==> src/hdl/softstart_pwm_pkg.sv <==
// Constants, timing and input indices for the soft-start PWM core
// How it works
// - Soft start begins from zero at supply good
// - Soft-start level rises in 32 equal steps
// - One soft-start step every 600 us
// - Soft start ends at 20 ms, sink off
// - Switching clock 100 kHz, +-4% over 4 ms
// - Gate duty never exceeds 0.75 of period
// - Frequency jitter only after soft start ends
// - Clock sets latch; regulation, soft-start and current-sense comparators reset it
// - Latch reset forces gate off at once
// - Gate held low while supply below threshold
// - Current limit ends each pulse cycle by cycle
// - 220 ns leading-edge blanking after gate turn-on
// - Burst mode enables reduced 0.31 V current limit
// - Short winding filtered 190 ns before latching off
// - Burst and restart entry need 20 ms blanking
// - Blanking end releases clamp; wait extension level
// - Extra 8 us blanking before auto restart
// - Overload blanking disabled during soft start
// - Burst uses basic blanking; restart adds extension
// - Startup cell control off while in burst
// - Supply off clears bias and soft-start counter
// - Feedback low must persist 20 ms for burst
// - Overload timer starts on feedback above 4.5 V
package softstart_pwm_pkg;

  localparam int MCLK_KHZ          = 125000;
  localparam int MCLK_MHZ          = 125;

  localparam int SS_STEP_TIME_US   = 600;
  localparam int SS_END_TIME_MS    = 20;
  localparam int SS_STEPS          = 32;
  localparam int SS_LVL_W          = 6;
  localparam int SS_STEP_CYC_DEF   = SS_STEP_TIME_US * MCLK_MHZ;
  localparam int SS_END_CYC_DEF    = SS_END_TIME_MS * MCLK_KHZ;

  localparam int SW_FREQ_KHZ       = 100;
  localparam int SW_PERIOD_CYC     = MCLK_KHZ / SW_FREQ_KHZ;
  localparam int JIT_PCT           = 4;
  localparam int JIT_DEV_CYC       = SW_PERIOD_CYC * JIT_PCT / 100;
  localparam int JIT_PERIOD_MS     = 4;
  localparam int JIT_STEP_CYC_DEF  =
    JIT_PERIOD_MS * MCLK_KHZ / (4 * JIT_DEV_CYC);
  localparam int PER_W             = 12;
  localparam int JIT_W             = 8;

  // Duty ceiling 0.75 = 3 / 4
  localparam int DUTY_NUM          = 3;
  localparam int DUTY_SHIFT        = 2;

  localparam int LEB_TIME_NS       = 220;
  localparam int LEB_CYC           = (LEB_TIME_NS * MCLK_MHZ + 999) / 1000;
  localparam int LEB_W             = 6;
  localparam int SW_TIME_NS        = 190;
  localparam int SW_CYC            = (SW_TIME_NS * MCLK_MHZ + 999) / 1000;
  localparam int RESTART_TIME_NS   = 8000;
  localparam int RESTART_CYC       =
    (RESTART_TIME_NS * MCLK_MHZ + 999) / 1000;
  localparam int BLANK_TIME_MS     = 20;
  localparam int BLANK_CYC_DEF     = BLANK_TIME_MS * MCLK_KHZ;

  // Comparator input indices
  localparam int CMP_SUPPLY        = 0;
  localparam int CMP_REGULATION    = 1;
  localparam int CMP_SOFTSTART     = 2;
  localparam int CMP_CURRENT_LIMIT = 3;
  localparam int CMP_BURST_CURRENT = 4;
  localparam int CMP_SHORT_WINDING = 5;
  localparam int CMP_FB_LOW        = 6;
  localparam int CMP_FB_HIGH       = 7;
  localparam int CMP_EXT_LEVEL     = 8;
  localparam int CMP_COUNT         = 9;

endpackage

==> src/hdl/persist_if.sv <==
// Run request and done flag of one persistence timer
`timescale 1ns/10ps
interface persist_if;
  logic run;
  logic done;
  modport owner (output run, input done);
  modport timer (input run, output done);
endinterface

==> src/hdl/persist_timer.sv <==
// Timer that reports done once its run level has held for CYCLES cycles
`timescale 1ns/10ps
module persist_timer #(
  parameter int CYCLES = 4
) (
  // Clock and reset
  input  wire logic i_mclk,
  input  wire logic i_reset_n,
  input  wire logic i_ce,
  // Run level and result
  persist_if.timer  p
);

  localparam int CW = $clog2(CYCLES + 1);

  logic [CW-1:0] cnt_reg;
  logic          done_reg;

  if (CYCLES < 2) begin : g_bad_cycles
    $error("persist_timer needs CYCLES of at least 2");
  end

  // Any drop of run restarts the count from zero
  always_ff @(posedge i_mclk or negedge i_reset_n) begin
    if (!i_reset_n) begin
      cnt_reg  <= '0;
      done_reg <= 1'b0;
    end else if (i_ce) begin
      if (!p.run) begin
        cnt_reg  <= '0;
        done_reg <= 1'b0;
      end else if (cnt_reg == CW'(CYCLES - 1)) begin
        done_reg <= 1'b1;
      end else begin
        cnt_reg  <= cnt_reg + CW'(1);
      end
    end
  end

  assign p.done = done_reg;
endmodule

==> src/hdl/softstart_pwm_blanking_control.sv <==
// Soft start, jittered PWM, blanking and fault mode control core
`timescale 1ns/10ps
module softstart_pwm_blanking_control
  import softstart_pwm_pkg::*;
#(
  parameter int SS_STEP_CYCLES  = SS_STEP_CYC_DEF,
  parameter int SS_END_CYCLES   = SS_END_CYC_DEF,
  parameter int BLANK_CYCLES    = BLANK_CYC_DEF,
  parameter int JIT_STEP_CYCLES = JIT_STEP_CYC_DEF
) (
  // Clock, reset and enable
  input  wire logic                i_mclk,
  input  wire logic                i_reset_n,
  input  wire logic                i_ce,
  // Analog front-end decisions
  input  wire logic                i_supply_good,
  input  wire logic                i_regulation_cmp,
  input  wire logic                i_softstart_cmp,
  input  wire logic                i_current_limit_cmp,
  input  wire logic                i_burst_current_cmp,
  input  wire logic                i_short_winding_cmp,
  input  wire logic                i_feedback_low_cmp,
  input  wire logic                i_feedback_high_cmp,
  input  wire logic                i_extension_level_cmp,
  // Gate drive
  output logic                     o_gate,
  // Soft start
  output logic [SS_LVL_W-1:0]      o_softstart_level,
  output logic                     o_softstart_sink_en,
  // Modes and switches
  output logic                     o_burst_mode,
  output logic                     o_clamp_release,
  output logic                     o_auto_restart,
  output logic                     o_latched_off,
  output logic                     o_startup_cell_en
);

  localparam int SS_W  = $clog2(SS_END_CYCLES + 1);
  localparam int JT_W  = $clog2(JIT_STEP_CYCLES + 1);

  if (SS_STEP_CYCLES < 1 || JIT_STEP_CYCLES < 1 ||
      SS_STEP_CYCLES * SS_STEPS > SS_END_CYCLES) begin : g_bad_params
    $error("soft-start steps must fit inside the soft-start period");
  end

  function automatic logic at_last(input logic [31:0] cnt,
                                   input int          cycles);
    at_last = (cnt == 32'(cycles - 1));
  endfunction

  // Input synchronisers
  logic [CMP_COUNT-1:0] cmp_raw;
  logic [CMP_COUNT-1:0] cmp_sync;

  assign cmp_raw[CMP_SUPPLY]        = i_supply_good;
  assign cmp_raw[CMP_REGULATION]    = i_regulation_cmp;
  assign cmp_raw[CMP_SOFTSTART]     = i_softstart_cmp;
  assign cmp_raw[CMP_CURRENT_LIMIT] = i_current_limit_cmp;
  assign cmp_raw[CMP_BURST_CURRENT] = i_burst_current_cmp;
  assign cmp_raw[CMP_SHORT_WINDING] = i_short_winding_cmp;
  assign cmp_raw[CMP_FB_LOW]        = i_feedback_low_cmp;
  assign cmp_raw[CMP_FB_HIGH]       = i_feedback_high_cmp;
  assign cmp_raw[CMP_EXT_LEVEL]     = i_extension_level_cmp;

  for (genvar g = 0; g < CMP_COUNT; g++) begin : g_sync
    logic meta_reg;
    logic sync_reg;
    always_ff @(posedge i_mclk or negedge i_reset_n) begin
      if (!i_reset_n) begin
        meta_reg <= 1'b0;
        sync_reg <= 1'b0;
      end else if (i_ce) begin
        meta_reg <= cmp_raw[g];
        sync_reg <= meta_reg;
      end
    end
    assign cmp_sync[g] = sync_reg;
  end

  logic supply_ok;
  logic reg_cmp;
  logic ss_cmp;
  logic cl_cmp;
  logic bc_cmp;
  logic sw_cmp;
  logic fb_low;
  logic fb_high;
  logic ext_level;

  assign supply_ok = cmp_sync[CMP_SUPPLY];
  assign reg_cmp   = cmp_sync[CMP_REGULATION];
  assign ss_cmp    = cmp_sync[CMP_SOFTSTART];
  assign cl_cmp    = cmp_sync[CMP_CURRENT_LIMIT];
  assign bc_cmp    = cmp_sync[CMP_BURST_CURRENT];
  assign sw_cmp    = cmp_sync[CMP_SHORT_WINDING];
  assign fb_low    = cmp_sync[CMP_FB_LOW];
  assign fb_high   = cmp_sync[CMP_FB_HIGH];
  assign ext_level = cmp_sync[CMP_EXT_LEVEL];

  // Soft start
  logic [SS_W-1:0]     ss_time_reg;
  logic [SS_W-1:0]     ss_tick_reg;
  logic [SS_LVL_W-1:0] ss_level_reg;
  logic                ss_done_reg;
  logic                ss_active_reg;

  always_ff @(posedge i_mclk or negedge i_reset_n) begin
    if (!i_reset_n) begin
      ss_time_reg   <= '0;
      ss_tick_reg   <= '0;
      ss_level_reg  <= '0;
      ss_done_reg   <= 1'b0;
      ss_active_reg <= 1'b0;
    end else if (i_ce) begin
      if (!supply_ok) begin
        ss_time_reg   <= '0;
        ss_tick_reg   <= '0;
        ss_level_reg  <= '0;
        ss_done_reg   <= 1'b0;
        ss_active_reg <= 1'b0;
      end else if (!ss_done_reg) begin
        ss_active_reg <= 1'b1;
        if (at_last(32'(ss_time_reg), SS_END_CYCLES)) begin
          ss_done_reg   <= 1'b1;
          ss_active_reg <= 1'b0;
        end else begin
          ss_time_reg <= ss_time_reg + SS_W'(1);
        end
        if (at_last(32'(ss_tick_reg), SS_STEP_CYCLES)) begin
          ss_tick_reg <= '0;
          if (ss_level_reg != SS_LVL_W'(SS_STEPS)) begin
            ss_level_reg <= ss_level_reg + SS_LVL_W'(1);
          end
        end else begin
          ss_tick_reg <= ss_tick_reg + SS_W'(1);
        end
      end
    end
  end

  // Triangular frequency sweep, parked at centre during soft start
  logic [JT_W-1:0]  jit_tick_reg;
  logic [JIT_W-1:0] jit_off_reg;
  logic             jit_up_reg;

  always_ff @(posedge i_mclk or negedge i_reset_n) begin
    if (!i_reset_n) begin
      jit_tick_reg <= '0;
      jit_off_reg  <= JIT_W'(JIT_DEV_CYC);
      jit_up_reg   <= 1'b1;
    end else if (i_ce) begin
      if (!ss_done_reg || !supply_ok) begin
        jit_tick_reg <= '0;
        jit_off_reg  <= JIT_W'(JIT_DEV_CYC);
        jit_up_reg   <= 1'b1;
      end else if (at_last(32'(jit_tick_reg), JIT_STEP_CYCLES)) begin
        jit_tick_reg <= '0;
        if (jit_up_reg) begin
          jit_off_reg <= jit_off_reg + JIT_W'(1);
          if (jit_off_reg == JIT_W'(2 * JIT_DEV_CYC - 1)) begin
            jit_up_reg <= 1'b0;
          end
        end else begin
          jit_off_reg <= jit_off_reg - JIT_W'(1);
          if (jit_off_reg == JIT_W'(1)) begin
            jit_up_reg <= 1'b1;
          end
        end
      end else begin
        jit_tick_reg <= jit_tick_reg + JT_W'(1);
      end
    end
  end

  // Period is frozen per cycle so jitter cannot lift the duty cap
  logic [PER_W-1:0]   period;
  logic [PER_W-1:0]   cyc_period_reg;
  logic [PER_W+1:0]   duty_prod;
  logic [PER_W-1:0]   on_limit;
  logic [PER_W-1:0]   phase_reg;
  logic               set_pulse;

  assign period    = PER_W'(SW_PERIOD_CYC - JIT_DEV_CYC) +
                     PER_W'(jit_off_reg);
  assign duty_prod = {2'h0, cyc_period_reg} * (PER_W+2)'(DUTY_NUM);
  assign on_limit  = duty_prod[DUTY_SHIFT +: PER_W];
  assign set_pulse = (phase_reg == '0);

  always_ff @(posedge i_mclk or negedge i_reset_n) begin
    if (!i_reset_n) begin
      phase_reg      <= '0;
      cyc_period_reg <= PER_W'(SW_PERIOD_CYC);
    end else if (i_ce) begin
      if (set_pulse) begin
        cyc_period_reg <= period;
      end
      if (!supply_ok || phase_reg >= cyc_period_reg - PER_W'(1)) begin
        phase_reg <= '0;
      end else begin
        phase_reg <= phase_reg + PER_W'(1);
      end
    end
  end

  // PWM latch with leading-edge blanking
  logic             pwm_latch_reg;
  logic [LEB_W-1:0] leb_reg;
  logic             burst_mode_reg;
  logic             latched_off_reg;
  logic             auto_restart_reg;
  logic             blank_active;
  logic             term_blankable;
  logic             hard_off;
  logic             latch_reset;

  assign blank_active   = set_pulse || (leb_reg != '0);
  assign term_blankable = !blank_active &&
                          (reg_cmp || cl_cmp ||
                           (burst_mode_reg && bc_cmp));
  assign hard_off       = !supply_ok || latched_off_reg ||
                          auto_restart_reg || (phase_reg >= on_limit);
  assign latch_reset    = hard_off || ss_cmp || term_blankable;

  // Reset dominates set so a stuck comparator can never hold the gate on
  always_ff @(posedge i_mclk or negedge i_reset_n) begin
    if (!i_reset_n) begin
      pwm_latch_reg <= 1'b0;
    end else if (i_ce) begin
      if (latch_reset) begin
        pwm_latch_reg <= 1'b0;
      end else if (set_pulse) begin
        pwm_latch_reg <= 1'b1;
      end
    end
  end

  always_ff @(posedge i_mclk or negedge i_reset_n) begin
    if (!i_reset_n) begin
      leb_reg <= '0;
    end else if (i_ce) begin
      if (set_pulse) begin
        leb_reg <= LEB_W'(LEB_CYC);
      end else if (leb_reg != '0) begin
        leb_reg <= leb_reg - LEB_W'(1);
      end
    end
  end

  // Blanking and spike filter timers
  persist_if sw_p ();
  persist_if burst_p ();
  persist_if ovl_p ();
  persist_if rst_p ();

  logic clamp_release_reg;
  logic startup_cell_reg;
  assign sw_p.run    = sw_cmp;
  assign burst_p.run = fb_low && ss_done_reg && !burst_mode_reg;
  assign ovl_p.run   = fb_high && ss_done_reg;
  assign rst_p.run   = clamp_release_reg && ext_level;
  persist_timer #(.CYCLES(SW_CYC)) u_sw_filter (
    .i_mclk    (i_mclk),
    .i_reset_n (i_reset_n),
    .i_ce      (i_ce),
    .p         (sw_p)
  );
  // Burst entry sees the basic interval only
  persist_timer #(.CYCLES(BLANK_CYCLES)) u_burst_blank (
    .i_mclk    (i_mclk),
    .i_reset_n (i_reset_n),
    .i_ce      (i_ce),
    .p         (burst_p)
  );
  persist_timer #(.CYCLES(BLANK_CYCLES)) u_ovl_blank (
    .i_mclk    (i_mclk),
    .i_reset_n (i_reset_n),
    .i_ce      (i_ce),
    .p         (ovl_p)
  );
  persist_timer #(.CYCLES(RESTART_CYC)) u_restart_filter (
    .i_mclk    (i_mclk),
    .i_reset_n (i_reset_n),
    .i_ce      (i_ce),
    .p         (rst_p)
  );
  // Mode flags; a set in the same cycle as supply loss still lands
  always_ff @(posedge i_mclk or negedge i_reset_n) begin
    if (!i_reset_n) begin
      burst_mode_reg    <= 1'b0;
      clamp_release_reg <= 1'b0;
      auto_restart_reg  <= 1'b0;
      latched_off_reg   <= 1'b0;
      startup_cell_reg  <= 1'b0;
    end else if (i_ce) begin
      clamp_release_reg <= ovl_p.done;
      startup_cell_reg  <= !supply_ok && !burst_mode_reg;
      if (burst_p.done) begin
        burst_mode_reg <= 1'b1;
      end else if (fb_high || !supply_ok) begin
        burst_mode_reg <= 1'b0;
      end
      if (rst_p.done) begin
        auto_restart_reg <= 1'b1;
      end else if (!supply_ok) begin
        auto_restart_reg <= 1'b0;
      end
      if (sw_p.done) begin
        latched_off_reg <= 1'b1;
      end else if (!supply_ok) begin
        latched_off_reg <= 1'b0;
      end
    end
  end

  assign o_gate              = pwm_latch_reg;
  assign o_softstart_level   = ss_level_reg;
  assign o_softstart_sink_en = ss_active_reg;
  assign o_burst_mode        = burst_mode_reg;
  assign o_clamp_release     = clamp_release_reg;
  assign o_auto_restart      = auto_restart_reg;
  assign o_latched_off       = latched_off_reg;
  assign o_startup_cell_en   = startup_cell_reg;
endmodule

==> config.mk <==
export PLATFORM = sky130hd
export DESIGN_NAME = softstart_pwm_blanking_control
export DESIGN_NICKNAME = d
export VERILOG_FILES = /design/src/hdl/softstart_pwm_pkg.sv /design/src/hdl/persist_if.sv /design/src/hdl/persist_timer.sv /design/src/hdl/softstart_pwm_blanking_control.sv
export SDC_FILE = /design/constraint.sdc
export NUM_CORES = 1
export LEC_CHECK = 0
export ABC_AREA = 1
export BUFFER_PORTS_ARGS = -buffer_cell sky130_fd_sc_hd__buf_2
export CORE_MARGIN = 10
export CORE_UTILIZATION = 40
export CTS_BUF_LIST = sky130_fd_sc_hd__clkbuf_8 sky130_fd_sc_hd__clkbuf_16
export DETAILED_ROUTE_END_ITERATION = 16
export MAX_ROUTING_LAYER = met4
export REMOVE_ABC_BUFFERS = 1
export SLEW_MARGIN = 20
export SYNTH_ARGS = -nofsm -noshare
export SYNTH_HDL_FRONTEND = slang
export SYNTH_HIERARCHICAL = 1
export SYNTH_SLANG_ARGS = --single-unit
==> constraint.sdc <==
create_clock -name i_mclk -period 2.8 [get_ports i_mclk]
set_clock_uncertainty 0.2 [all_clocks]
set_input_delay 0 -clock i_mclk [delete_from_list [all_inputs] [get_ports i_mclk]]
set_output_delay 0 -clock i_mclk [all_outputs]
set_load 0.02 [all_outputs]
==> results.cfg <==
[worst_setup_path]
cp-start-kind = register
worstPathMaxFanout = 2
critPathTopFamily = simple AND/OR/NAND/NOR gates
max_stage_delay_ns = 0.41
required_ns = 2.97
path_cells = ha_4 > fa_2 > nand3_2 > nand3_2 > nand2_1 > nand2_1 > nand2_1 > nand2_2 > nand3_2 > nand2_1 > xor2_1 > ha_1 > nand2_1 > inv_1 > nand2_1 > nand2_1 > nand2_1 > nand4_1 > nor2_1 > nand3_1 > a21oi_1
cpMaxStageDelayCell = dfrtp_1
crit_path_frequent_cell = nand2_1
rrSetupSlack_ns = -0.005
path_class = register to register
worst-path-buf-inv = 1
cp_data_arrival_time_ns = 2.98
end_kind = register

[detailed_routing]
drc = 0
postRouteWirelength_um = 28430
drt_iter0_markers = 706
met1Wirelength_um = 14370
antenna_left = 0
top_layer_used = met4
firstDrtPassIters = 5
viasPerCell = 4.977
wl_met2_um = 13040
vias = 10650
avgRoutedWirePerCell_um = 13.29
dr_wl_met3_um = 629

[sta]
drv_slew = 0
rsz0062_at_grt = yes
fin_crit_sh_pct = 100.2
setup_tns_ns = -0.004942
timing_hold_violations_final = 0
setup_viol = 1
fin_crit_ns = 2.805
worst_slew_pin_slew_ns = 1.079
relSlewSlack_pct = 27.83
max_clock_freq_mhz = 356.5
worst_slack_ns = -0.004942

[placed_design]
dp_hpwl_um = 20370
gp_congestion = 0.8816
placed_cells = 2083
io_buffer_count = 24

[clocking]
cts-root-buf = clkbuf_16
clock-sinks = 187
clk_path_buf_depth = 2
cts_tree = built
h-tree-depth = 4
worstSkewPairLatency_ns = 0.45
path_clk_slew_ns = 0.08
cts-buffers-inserted = 17

[finish]
fillCellCount = 3066
stdcell_count = 2139
layout_commonest_cell = nand2_1
syn2layout_area_growth_pct = 13.31
fin_util_pct = 46.17
seq_area_um2 = 4690
multi_input_area_um2 = 6638
final_cell_mix = nand2_1, nor2_1, inv_1, dfrtp_1, nand3_1
nets = 1807
drive_gt1_share_pct = 9.434
n_antenna_cell = 0

[synth]
syn_area_um2 = 12140
yosysSeqAreaShare_pct = 38.63
synth_cells = 1676
post_synth_num_cell_types = 49
synth.avg_cell_area_um2 = 7.244
ys_seq_elements = 187
synth.yosys.warnings = 6

[global_routing]
grt.total_usage_pct = 15.72
overflow = 0
grt_pass1_wl_um = 49670
first_global_vias = 10190
grt_max_degree = 68
grt_antenna_before_repair = 0

[floorplan]
row_count = 63
core-area_um2 = 29800
die_h_um = 194.2
initial_core_util_pct = 40.74
pin_count = 25
die_area_um2 = 37720
die_w_um = 194.2

[power_and_ir_drop]
powerDensity_nw_per_um2 = 513.4
p_total_mw = 7.062
ir_worst_vdd_mv = 0.3806
power.leakage_nw = 6.411

[run_status]
status = complete, but fails checks
violations = negative setup slack

[worst_hold_path]
hold_path.class = register to register

[run]
maxCapViolCount = 0
[cells by family after synthesis]
| group | share of synthesized area, % |
|---|---|
| and+or+nand+nor | 34.68 |
| buffers and inverters | 7.482 |
| DFF | 38.63 |
| AOI/OAI and AO/OA | 8.162 |
| xor gates and xnor gates | 4.906 |
| adders and majority gates | 6.142 |
[area by class of cell]
cell class | instances | area share (%)
clock buffers | 17 | 3.093
clock inverters | 15 | 1.119
inverters | 187 | 5.103
multi-input cells | 1264 | 48.25
flip-flops and latches | 187 | 34.09
well taps | 390 | 3.547
repair buffers | 79 | 4.794
[layer usage]
layer  track usage [%]  vias up
li1                  -     5538
met1             20.80     4963
met2             24.74      120
met3             2.109       25
met4             4.202        0
met5                 -        -
[tightest hold or removal path, delay by kind of cell (launching register included)]
| kind | cells | cell delay [ns] |
|---|---|---|
| simple gates | 2 | 0.09 |
| flops | 1 | 0.35 |
[per-stage QoR]
| stage | hold WS, ns | setup WS, ns | cell area [um2] |
|---|---|---|---|
| finish | 0.2738 | -0.004942 | 13760 |
| floorplan | -0.4956 | 0.02071 | 11930 |
| detailed placement | -0.1407 | -0.09470 | 12820 |
| CTS | 0.2789 | 0.0009583 | 13680 |
| global placement | -0.1440 | -0.06872 | 12820 |
| global route | 0.3074 | -0.2846 | 13760 |
[path summary, 6_finish.rpt]
kind,start,to,depth (start not counted)
min,g_sync[3].meta_reg,g_sync[3].meta_reg,2
min reg2reg,g_sync[3].meta_reg,g_sync[3].meta_reg,2
max in group asynchronous,i_reset_n,phase_reg[4],4
max,cyc_period_reg[0],o_gate,21
min in group asynchronous,i_reset_n,jit_up_reg,3
max reg2reg,cyc_period_reg[0],o_gate,21
[synth_stat cells (all sizes together)]
master  instances  area, um2
a21boi          2      15.01
a21o            3      22.52
a21oi          52      264.0
a31oi           3      25.02
a32o            1      10.01
and2            5      31.28
and3            1      6.260
buf            19      135.1
clkbuf         19      71.32
dfrtp         179       4479
dfstp           8      210.2
fa              1      20.02
ha             58      725.7
inv           187      701.9
nand2         473       1839
nand3         172      883.3
nand3b          9      67.56
nand4          40      250.2
nor2          204      834.5
nor3           38      195.2
nor3b           3      27.52
nor4            5      31.28
o211a           1      10.01
o211ai          2      15.01
o21a            5      37.54
o21ai         103      534.3
o21bai          6      45.04
o22ai           2      12.51
or2             7      43.80
xnor2          20      175.2
xor2           48      420.4
[timing repair]
action	4_1_cts	5_1_grt
setup endpoints to repair	1	14
gates resized for setup	9	16
pin swaps	4	6
endpoints found under the hold margin	225	0
hold buffers	22	0
buffers inserted	0	2
[power breakdown]
| group | switching (mW) | leakage (nW) | internal (mW) |
|---|---|---|---|
| registers | 0.110 | 2.52 | 2.84 |
| logic | 0.986 | 3.60 | 0.683 |
| clock network | 1.18 | 0.287 | 1.26 |
| total | 2.27 | 6.41 | 4.79 |
Note: power is estimated with default switching activity, not from simulation.
